[src/verilog/cow_pkg.sv]
// Constants and types for the configuration option word decoder.
// Assumes a single 40 MHz clock and an Avalon-MM slave port for the programmer.

package cow_pkg;

  localparam int WORD_W = 13;

  // Option word field positions
  localparam int BIT_OSC_TYPE = 12;
  localparam int BIT_WDT_EN_N = 11;
  localparam int BIT_FOUR_CLK = 10;
  localparam int BIT_SECURITY_N = 9;
  localparam int BIT_FREQ_SEL = 8;
  localparam int BIT_POWER_SEL = 7;
  localparam int BIT_VARIANT = 6;
  localparam int BIT_RSV_HI = 5;
  localparam int BIT_RSV_LO = 4;
  localparam int ID_MSB = 3;
  localparam int ID_LSB = 0;

  // Register byte offsets
  localparam logic [3:0] OFS_STATUS = 4'h0;
  localparam logic [3:0] OFS_ACTIVE = 4'h4;
  localparam logic [3:0] OFS_BURN_WORD = 4'h8;
  localparam logic [3:0] OFS_BURN_CTRL = 4'hC;

  // Burn control bits
  localparam int CTRL_START = 0;
  localparam int CTRL_DONE = 1;
  localparam int CTRL_REFUSED = 2;
  localparam int CTRL_BUSY = 3;

  // Values after reset
  localparam logic [WORD_W-1:0] BURN_WORD_RST = 13'h1FFF;
  localparam logic [WORD_W-1:0] ACTIVE_RST = 13'h1FFF;

  // Timing: fuse word settle after reset release, burn pulse width
  localparam int CLK_MHZ = 40;
  localparam int SETTLE_CYCLES = 4;
  localparam int BURN_TIME_NS = 1000;
  localparam int BURN_CYCLES = (BURN_TIME_NS * CLK_MHZ + 999) / 1000;
  localparam int DIV_SLOW = 4;
  localparam int DIV_FAST = 2;

  typedef enum logic [1:0] {
    COW_MODE_RC,
    COW_MODE_HXT,
    COW_MODE_LXT
  } cow_osc_mode_t;

endpackage : cow_pkg

[src/verilog/cow_decoder.sv]
// Top of the option word decoder: samples the fuse word after reset, holds
// the decoded controls, and gives the programmer a burn port over Avalon-MM.
// Assumes the fuse array drives i_fuse_word asynchronously and burns on o_burn_strobe.
`timescale 1ns/10ps
`default_nettype none

module cow_decoder
  import cow_pkg::*;
#(
  parameter int BURN_CNT = BURN_CYCLES
)
(
  input wire logic i_clock,
  input wire logic i_resetn,
  // Avalon-MM slave, programmer side only
  input wire logic [3:0] i_avs_address,
  input wire logic i_avs_read,
  input wire logic i_avs_write,
  input wire logic [31:0] i_avs_writedata,
  input wire logic [3:0] i_avs_byteenable,
  output logic [31:0] o_avs_readdata,
  output logic o_avs_waitrequest,
  // Fuse array
  input wire logic [WORD_W-1:0] i_fuse_word,
  output logic [WORD_W-1:0] o_burn_word,
  output logic o_burn_strobe,
  // Decoded controls
  output logic o_config_valid,
  output logic [1:0] o_osc_mode,
  output logic o_osc_power_high,
  output logic o_watchdog_enable,
  output logic o_four_clk_cycle,
  output logic o_code_protect,
  output logic o_variant_a,
  output logic [3:0] o_customer_id,
  output logic o_timer_tick
);

  //////////////////////////////////////////////////////////////////////////////
  // Functions

  function automatic cow_osc_mode_t osc_decode(input logic [WORD_W-1:0] w);
    cow_osc_mode_t m;
    m = COW_MODE_RC;
    // Frequency bit is ignored while the type bit is 0
    if (w[BIT_OSC_TYPE] && w[BIT_FREQ_SEL])
      m = COW_MODE_HXT;
    else if (w[BIT_OSC_TYPE])
      m = COW_MODE_LXT;
    return m;
  endfunction : osc_decode

  // Forces reserved bits and the frequency bit of RC words before a burn
  function automatic logic [WORD_W-1:0] sanitize(input logic [WORD_W-1:0] w);
    logic [WORD_W-1:0] s;
    s = w;
    s[BIT_RSV_HI] = 1'b1;
    s[BIT_RSV_LO] = 1'b0;
    if (!w[BIT_OSC_TYPE])
      s[BIT_FREQ_SEL] = 1'b0;
    return s;
  endfunction : sanitize

  //////////////////////////////////////////////////////////////////////////////
  // Reset release

  logic rst_meta_r;
  logic rst_sync_r;
  logic rstn;

  always_ff @(posedge i_clock or negedge i_resetn)
  begin
    if (!i_resetn)
    begin
      rst_meta_r <= 1'b0;
      rst_sync_r <= 1'b0;
    end
    else
    begin
      rst_meta_r <= 1'b1;
      rst_sync_r <= rst_meta_r;
    end
  end

  assign rstn = rst_sync_r;

  //////////////////////////////////////////////////////////////////////////////
  // Fuse word capture

  logic [WORD_W-1:0] fuse_sync;
  logic [WORD_W-1:0] active_r;
  logic [2:0] settle_r;
  logic valid_r;
  logic capture_w;

  // Bits may skew across the crossing; the settle wait covers it
  cow_sync #(.WIDTH(WORD_W)) u_sync (
    .i_clock(i_clock),
    .i_resetn(rstn),
    .i_async(i_fuse_word),
    .o_sync(fuse_sync)
  );

  // Waits out the synchroniser, then captures once per reset
  assign capture_w = !valid_r && (settle_r == 3'(SETTLE_CYCLES - 1));

  always_ff @(posedge i_clock or negedge rstn)
  begin
    if (!rstn)
    begin
      settle_r <= 3'h0;
      valid_r <= 1'b0;
      active_r <= ACTIVE_RST;
    end
    else if (capture_w)
    begin
      valid_r <= 1'b1;
      active_r <= fuse_sync;
    end
    else if (!valid_r)
    begin
      settle_r <= settle_r + 3'h1;
    end
  end

  //////////////////////////////////////////////////////////////////////////////
  // Decoded outputs, frozen after capture

  cow_osc_mode_t mode_w;
  assign mode_w = osc_decode(fuse_sync);

  always_ff @(posedge i_clock or negedge rstn)
  begin
    if (!rstn)
    begin
      o_config_valid <= 1'b0;
      o_osc_mode <= COW_MODE_RC;
      o_osc_power_high <= 1'b0;
      o_watchdog_enable <= 1'b0;
      o_four_clk_cycle <= 1'b0;
      o_code_protect <= 1'b1;
      o_variant_a <= 1'b0;
      o_customer_id <= 4'h0;
    end
    else if (capture_w)
    begin
      o_config_valid <= 1'b1;
      o_osc_mode <= mode_w;
      o_osc_power_high <= fuse_sync[BIT_POWER_SEL];
      o_watchdog_enable <= !fuse_sync[BIT_WDT_EN_N];
      o_four_clk_cycle <= fuse_sync[BIT_FOUR_CLK];
      o_code_protect <= !fuse_sync[BIT_SECURITY_N];
      o_variant_a <= fuse_sync[BIT_VARIANT];
      o_customer_id <= fuse_sync[ID_MSB:ID_LSB];
    end
  end

  // Protection defaults on until the word is known, so nothing leaks early

  // Divider waits for the captured cycle length
  cow_cycle_div u_div (
    .i_clock(i_clock),
    .i_resetn(rstn),
    .i_enable(o_config_valid),
    .i_four_clk(o_four_clk_cycle),
    .o_tick(o_timer_tick)
  );

  //////////////////////////////////////////////////////////////////////////////
  // Avalon-MM slave

  logic req_w;
  logic accept_w;
  logic wr_ctrl_w;
  logic wr_word_w;
  logic start_w;
  logic done_clr_w;
  logic [31:0] rdata_w;
  logic [31:0] status_w;
  logic [31:0] ctrl_w;

  logic [WORD_W-1:0] burn_word_r;
  logic [15:0] burn_cnt_r;
  logic busy_r;
  logic done_r;
  logic refused_r;
  logic burned_r;

  assign req_w = i_avs_read || i_avs_write;
  assign accept_w = req_w && !o_avs_waitrequest;
  assign wr_word_w = accept_w && i_avs_write && (i_avs_address == OFS_BURN_WORD);
  assign wr_ctrl_w = accept_w && i_avs_write && (i_avs_address == OFS_BURN_CTRL) && i_avs_byteenable[0];
  assign start_w = wr_ctrl_w && i_avs_writedata[CTRL_START];
  assign done_clr_w = wr_ctrl_w && i_avs_writedata[CTRL_DONE];

  // Only the programmer port sees the word; no processor-side path exists
  assign status_w = {19'h0, o_config_valid, o_osc_power_high, o_watchdog_enable,
                     o_four_clk_cycle, o_code_protect, o_variant_a, 1'b0,
                     o_osc_mode, o_customer_id};
  assign ctrl_w = {28'h0, busy_r, refused_r, done_r, 1'b0};

  assign rdata_w = (i_avs_address == OFS_STATUS) ? status_w :
                   (i_avs_address == OFS_ACTIVE) ? {19'h0, active_r} :
                   (i_avs_address == OFS_BURN_WORD) ? {19'h0, burn_word_r} :
                   (i_avs_address == OFS_BURN_CTRL) ? ctrl_w : 32'h0;

  always_ff @(posedge i_clock or negedge rstn)
  begin
    if (!rstn)
    begin
      o_avs_waitrequest <= 1'b1;
      o_avs_readdata <= 32'h0;
    end
    else
    begin
      // One wait cycle, then a single accept cycle
      o_avs_waitrequest <= !(req_w && o_avs_waitrequest);
      if (i_avs_read && o_avs_waitrequest)
        o_avs_readdata <= rdata_w;
    end
  end

  //////////////////////////////////////////////////////////////////////////////
  // Burn sequencer

  logic [WORD_W-1:0] wmask_w;
  logic [WORD_W-1:0] burn_word_nxt;
  logic [15:0] burn_cnt_nxt;
  logic launch_w;
  logic refuse_w;
  logic finish_w;

  // Lanes 2 and 3 are ignored: the word fits in the low two lanes
  assign wmask_w = {{5{i_avs_byteenable[1]}}, {8{i_avs_byteenable[0]}}};
  // One burn per reset; a second start is refused
  assign launch_w = start_w && !busy_r && !burned_r;
  assign refuse_w = start_w && (busy_r || burned_r);
  assign finish_w = busy_r && (burn_cnt_r == 16'h0);
  // Word is frozen while the fuses are being burned
  assign burn_word_nxt = (wr_word_w && !busy_r) ?
                         ((burn_word_r & ~wmask_w) | (i_avs_writedata[WORD_W-1:0] & wmask_w)) :
                         burn_word_r;
  assign burn_cnt_nxt = launch_w ? 16'(BURN_CNT - 1) :
                        (busy_r && !finish_w) ? burn_cnt_r - 16'h1 : burn_cnt_r;

  // Staged word and pulse counter
  always_ff @(posedge i_clock or negedge rstn)
  begin
    if (!rstn)
    begin
      burn_word_r <= BURN_WORD_RST;
      burn_cnt_r <= 16'h0;
    end
    else
    begin
      burn_word_r <= burn_word_nxt;
      burn_cnt_r <= burn_cnt_nxt;
    end
  end

  // Pulse starts one cycle after the accepted start
  always_ff @(posedge i_clock or negedge rstn)
  begin
    if (!rstn)
    begin
      busy_r <= 1'b0;
      burned_r <= 1'b0;
      o_burn_word <= BURN_WORD_RST;
      o_burn_strobe <= 1'b0;
    end
    else if (launch_w)
    begin
      busy_r <= 1'b1;
      burned_r <= 1'b1;
      o_burn_word <= sanitize(burn_word_r);
      o_burn_strobe <= 1'b1;
    end
    else if (finish_w)
    begin
      busy_r <= 1'b0;
      o_burn_strobe <= 1'b0;
    end
  end

  // Set wins over a simultaneous clear
  always_ff @(posedge i_clock or negedge rstn)
  begin
    if (!rstn)
    begin
      done_r <= 1'b0;
      refused_r <= 1'b0;
    end
    else
    begin
      if (finish_w)
        done_r <= 1'b1;
      else if (done_clr_w)
        done_r <= 1'b0;
      if (refuse_w)
        refused_r <= 1'b1;
      else if (wr_ctrl_w && i_avs_writedata[CTRL_REFUSED])
        refused_r <= 1'b0;
    end
  end

endmodule : cow_decoder

`default_nettype wire

[src/verilog/cow_sync.sv]
// Two-stage synchroniser for a bus of slow levels.
// Assumes each bit changes rarely; no word coherency across bits is promised.
`timescale 1ns/10ps
`default_nettype none

module cow_sync
  import cow_pkg::*;
#(
  parameter int WIDTH = WORD_W
)
(
  input wire logic i_clock,
  input wire logic i_resetn,
  input wire logic [WIDTH-1:0] i_async,
  output logic [WIDTH-1:0] o_sync
);

  logic [WIDTH-1:0] meta_r;

  always_ff @(posedge i_clock or negedge i_resetn)
  begin
    if (!i_resetn)
    begin
      meta_r <= '0;
      o_sync <= '0;
    end
    else
    begin
      meta_r <= i_async;
      o_sync <= meta_r;
    end
  end

endmodule : cow_sync

`default_nettype wire

[src/verilog/cow_cycle_div.sv]
// Instruction cycle divider: one tick every two or four oscillator periods.
// Assumes the oscillator is the module clock and the select is static once enabled.
`timescale 1ns/10ps
`default_nettype none

module cow_cycle_div
  import cow_pkg::*;
(
  input wire logic i_clock,
  input wire logic i_resetn,
  input wire logic i_enable,
  input wire logic i_four_clk,
  output logic o_tick
);

  logic [1:0] count_r;
  logic [1:0] count_nxt;
  logic [1:0] last_w;
  logic wrap_w;

  assign last_w = i_four_clk ? 2'(DIV_SLOW - 1) : 2'(DIV_FAST - 1);
  assign wrap_w = (count_r == last_w);
  assign count_nxt = (!i_enable || wrap_w) ? 2'h0 : count_r + 2'h1;

  always_ff @(posedge i_clock or negedge i_resetn)
  begin
    if (!i_resetn)
    begin
      count_r <= 2'h0;
      o_tick <= 1'b0;
    end
    else
    begin
      count_r <= count_nxt;
      o_tick <= i_enable && wrap_w;
    end
  end

endmodule : cow_cycle_div

`default_nettype wire

[config.mk]
export PLATFORM = sky130hd
export DESIGN_NAME = cow_decoder
export DESIGN_NICKNAME = d
export VERILOG_FILES = /design/src/verilog/cow_pkg.sv /design/src/verilog/cow_decoder.sv /design/src/verilog/cow_sync.sv /design/src/verilog/cow_cycle_div.sv
export SDC_FILE = /design/constraint.sdc
export NUM_CORES = 1
export LEC_CHECK = 0
export BUFFER_PORTS_ARGS = -buffer_cell sky130_fd_sc_hd__buf_4
export CELL_PAD_IN_SITES_DETAIL_PLACEMENT = 0
export CELL_PAD_IN_SITES_GLOBAL_PLACEMENT = 1
export CORE_MARGIN = 2
export CORE_UTILIZATION = 41
export DETAILED_ROUTE_END_ITERATION = 12
export PLACE_DENSITY = 0.89
export SLEW_MARGIN = 30
export SYNTH_ARGS = -nofsm -noshare
export SYNTH_HDL_FRONTEND = slang
export SYNTH_SLANG_ARGS = --single-unit
[constraint.sdc]
create_clock -name i_clock -period 4.7 [get_ports i_clock]
set_input_delay 0.47 -clock i_clock [delete_from_list [all_inputs] [get_ports i_clock]]
set_output_delay 0.47 -clock i_clock [all_outputs]
set_load 0.05 [all_outputs]
Yosys cells after proc, flatten, opt, wreduce, memory -nomap -nowiden. Index checks and enable logic that the tools add are counted.

Order comparisons: 0. Multiplexer cells: 17. Reduce and logical (&&, ||, !) cells: 37. $add $sub $neg: 3. Equality and inequality tests: 5. Div/mod/pow operators: 0. Shift-type cells: 0. Bitwise operators: 6. Multipliers: 0.

Operator list (count): two-way mux 13 bit (3); two-way mux 16 bit (2); bitwise AND 13 bit (2); logical AND 1 bit (19); logical NOT 16 bit (1); subtractor 16 x 1 -> 16 bit (second input constant) (1); NOT 13 bit (1); bitwise OR 13 bit (1); equality test 4 bit (second input constant) (2); logical NOT 1 bit (8); two-way mux 2 bit (4); nonzero test 2 bit (4); two-way mux 1 bit (7); equality test 4 x 3 -> 1 bit (second input constant) (1); logical NOT 4 bit (1); two-way mux 4 bit (1); adder 3 x 1 -> 3 bit (second input constant) (1); equality test 3 x 2 -> 1 bit (second input constant) (1); logical OR 1 bit (3); adder 2 x 1 -> 2 bit (second input constant) (1); equality test 2 bit (1); NOT 1 bit (2); AND reduction 2 bit (1).

Input bits: 57. Memories kept: 0. Word-level logic and storage cells: 93. Register bits: 137. Bits in latches: 0. Output and inout port bits: 60. ROM bits: 0. RAM bits: 0.

Logic depth before layout (Yosys ltp).
Depth in word-level cells: 9. Gate-level depth with buffers: 7. Mapped depth without buffers: 6.

Hierarchy. A second synthesis with hierarchy kept.

Cell total of the unflattened synthesis: 423. Area, all modules: 4854.7 um^2.

Modules (own cells, without submodules): cow_decoder (seq. area each 2277.2 um^2, area each 4088.9 um^2, cells each 388, instances 1); cow_sync (seq. area each 650.6 um^2, area each 650.6 um^2, cells each 26, instances 1); cow_cycle_div (seq. area each 75.1 um^2, area each 115.1 um^2, cells each 9, instances 1).

Least setup slack after synthesis. Ideal clock, no wire load.

Kind: flip-flop to flip-flop. From: register busy_r. To: register burn_cnt_r[14]. Stages on the path, launching flop included: 6. Period minus slack after synthesis: 2074 ps. Path slack: 2626 ps. Buffers on the path: 1. Data required time: 4568 ps. Arrival: 1943 ps. Setup time: 132 ps. Cell sequence: dfrtp_1 buf_4 or4b_1 nor4_1 mux2i_1 nor2_1.

Word-level cells in the longest chain between the ends: 4. Elaborated cells between the ends (all ways): 8. Those cells by class: 1 x mux; 7 x reduce/logical.

Ends and longest elaborated chain: from (decl) (RTL line cow_decoder.sv:184) `logic busy_r;`; from (signal assigned) (RTL line cow_decoder.sv:266) `busy_r <= 1'b0;`; from (signal assigned) (RTL line cow_decoder.sv:273) `busy_r <= 1'b1;`; from (signal assigned) (RTL line cow_decoder.sv:280) `busy_r <= 1'b0;`; logical NOT 1 bit / logical AND 1 bit (equally long branches) (RTL line cow_decoder.sv:236, cow_decoder.sv:238); logical AND 1 bit / logical NOT 1 bit (equally long branches) (RTL line cow_decoder.sv:236, cow_decoder.sv:244); logical AND 1 bit (on tied branches) (RTL line cow_decoder.sv:236, cow_decoder.sv:244); two-way mux 16 bit / nonzero test 2 bit (equally long branches); to (signal assigned) (RTL line cow_decoder.sv:257) `burn_cnt_r <= burn_cnt_nxt;`; to (decl) (RTL line cow_decoder.sv:183) `logic [15:0] burn_cnt_r;`.

Several ways; a longest one is shown, not always the timed one. A chain may end at the register's enable or synchronous reset.

Final worst setup path.
From: register busy_r. To: register burn_cnt_r[8].

The elaborated chain is that of the path after synthesis.

==> key figures <==
Final layout
  • Nets: 582
  • Final instance area: 6080 um^2
  • Share of cells above drive strength 1: 33.3%
  • Synth-to-Final Area Change: 23.7%
  • Layout Utilization: between 50% and 60%
  • # diodes: 0

Global routing
  • GRT Residual Overflow: 0
  • Initial antenna violation count: 0
  • Pin count of the biggest net entering global routing: 69
  • First-pass GRT wire length: 16500 um
  • Vias in the first global route: between 3000 and 4000
  • Tot GR Track Use: 16.5%

Clock tree
  • H-tree levels: 4
  • Clk buf depth: 2
  • Worst skew pair latency: just over 0.4 ns
  • Clock Pin Slew Worst Setup and Hold Paths: 0.06 ns
  • Clock Sinks: roughly 120
  • Num CTS Buffers: 17
  • Root Buffer: clkbuf_16
  • CTS tree: done

Place
  • Placed inst area: 5510 um^2
  • Detailed placement HPWL: roughly 7100 um
  • Placer congestion estimate: 0.788
  • Pre-CTS setup slack: between 2 and 2.5 ns
  • Buffers added on ports: 75

Worst setup path
  • CP Capture Type: flop
  • Worst setup SP type: flop
  • Crit path required time: between 4 and 5 ns
  • Setup Crit Path Kind: reg2reg
  • Crit path max fanout: 21
  • Critical Path AT: 2.54 ns

Detailed routing
  • WL/cell: around 15 um
  • Antenna viol nets, final: 0
  • DR vias/cell: around 5
  • Via count: between 3000 and 4000
  • Drt drc: 0
  • DRT iter0 DRCs: 162
  • Final WL: 9970 um
  • Initial DRT Pass Iterations: 4

Floorplan
  • Chip Height: 113 um
  • Die width: 113 um
  • Die ar.: about 13000 um^2
  • # IOs: 117
  • Initial Util: 42.5%
  • Number of cell rows: 39
  • Placeable core region: 11600 um^2

Logic synthesis
  • Async SR Flop Fraction: 100%
  • Mean Syn Cell Area: 11.1 um^2
  • Syn. warnings: 0
  • Synthesized area: slightly below 5000 um^2
  • Top FF cell, synth: dfrtp_1
  • Register bit total from synthesis: 118
  • Mapped Cells: 444
  • Synth cell types: a little over 50
  • Sequential area share after synthesis: 61.1%
  • Post-synth EDFFs: 0

STA
  • TNS Setup: 0 ns
  • Post-route setup slack: 2.43 ns
  • Worst Skew: between 0.01 and 0.015 ns
  • Setup violations, final: 0
  • Hold Fails Final Rpt: 0
  • Pins Over Slew Limit: 0
  • F_max: 440 MHz
  • Fin crit share: 48.3%
  • Post-route minimum period: around 2.3 ns
  • Least-Margin Pin Slew: 0.875 ns
  • RSZ-0062 raised after global routing: false
  • Worst rel slew slack: 41.5%

Power and ir drop
  • Pwr/cell area: 410 nW/um^2
  • Lkg Pwr: 2.85 nW
  • Max IR drop VDD: approximately 0.23 mV
  • Pwr Total: approximately 2.5 mW

Hold path
  • Worst hold path type: in2reg

Run status
  • Status: finished, final reports clean

Run
  • Max Cap Viol: 0
-- cells by family after synthesis --
kind of cell,count (synthesis),synth area share [%]
compound gates,58,7.51
flops,118,61.1
other cells,2,0.153
mux,29,6.34
xor+xnor,2,0.357
fa+ha+maj,3,0.764
buf+inv,42,4.99
simple gates,190,18.8
-- metal layers --
| metal | global-route usage, % | up-vias | wire [um] |
|---|---|---|---|
| met5 | 0 | - | 0 |
| met4 | 7.32 | 0 | 241 |
| met3 | 5.31 | 22 | 428 |
| met2 | 27.3 | 81 | 5080 |
| met1 | 19.8 | 1702 | 4220 |
| li1 | - | 1632 | - |
-- synth_stat cells (3+ instances only) --
| master | number | area, um^2 |
|---|---|---|
| a221o_1 | 3 | 30.0 |
| dfstp_2 | 40 | 1050 |
| clkbuf_1 | 13 | 48.8 |
| nand2_1 | 111 | 417 |
| nand3b_1 | 4 | 30.0 |
| o21ai_0 | 16 | 80.1 |
| dfrtp_1 | 78 | 1950 |
| nor3_1 | 5 | 25.0 |
| mux2_2 | 17 | 191 |
| nor2b_1 | 7 | 43.8 |
| mux2i_1 | 12 | 120 |
| nor4_1 | 4 | 25.0 |
| ha_1 | 3 | 37.5 |
| a22oi_1 | 4 | 30.0 |
| or4_1 | 3 | 22.5 |
| or3_1 | 3 | 18.8 |
| buf_4 | 21 | 158 |
| a21oi_1 | 18 | 90.1 |
| o31ai_1 | 4 | 30.0 |
| inv_1 | 5 | 18.8 |
| and3_1 | 3 | 18.8 |
| nor2_1 | 22 | 82.6 |
| nand2b_1 | 4 | 25.0 |
| nand3_1 | 7 | 35.0 |
-- timing repair --
item	in CTS	in global routing
hold buffers	1	0
setup buffers	0	0
endpoints found under the hold margin	2	0
resized for setup	0	0
-- cell type report --
type | count | area [um^2]
fillers | 1032 | 5490
clock buffers | 18 | 439
clock inverters | 14 | 116
multi-input cells | 303 | 1740
well taps | 143 | 179
inverters | 5 | 18.8
flip-flops and latches | 118 | 3010
repair buffers | 77 | 581
-- layout by cell type, fill, tap and decap left out, drive strengths merged, types with 3 or more instances in the layout --
cell	count
nand3b	4
dfstp	40
nor3	6
a22oi	4
clkinv	6
conb	21
dfrtp	78
o21ai	16
clkbuf	18
nand3	7
and3	3
buf	76
mux2	17
nor2	22
inv	11
nor2b	7
a21oi	18
nor4	6
ha	3
nand2b	4
o31ai	4
or3	3
mux2i	12
or4	4
a221o	3
nand2	111
-- power breakdown --
group / internal (mW) / switching (mW) / total [mW]
sequential: 1.06 / 0.0385 / 1.10
combinational: 0.0617 / 0.137 / 0.199
clock: 0.699 / 0.493 / 1.19
total: 1.82 / 0.669 / 2.49
-- per-stage QoR --
stage / hold slack (ns) / std cells
6_report: 0.159 / 678
5_1_grt: 0.149 / 678
4_1_cts: 0.152 / 678
3_5_place_dp: 0.255 / 645
3_3_place_gp: 0.253 / 645
2_1_floorplan: 0.174 / 463
-- worst max-delay path, cell delays in order (launching register included) --
cell,delay [ns]
dfrtp_1,0.54
nor3b_1,0.39
nand3_1,0.69
o311ai_0,0.37
o31ai_1,0.14
-- worst paths after layout --
check	slack (ns)	cells past startpoint	startpoint	end
setup / recovery	2.43	4	busy_r	burn_cnt_r[8]
hold / removal	0.16	1	i_fuse_word[5]	u_sync.meta_r[5]
setup reg to reg	2.43	4	busy_r	burn_cnt_r[8]
hold reg to reg	0.35	0	u_sync.meta_r[5]	u_sync.o_sync[5]
max in group asynchronous	3.15	1	rst_sync_r	o_avs_readdata[9]
min in group asynchronous	0.37	2	i_resetn	rst_sync_r
(Power assumes the default switching activity.)
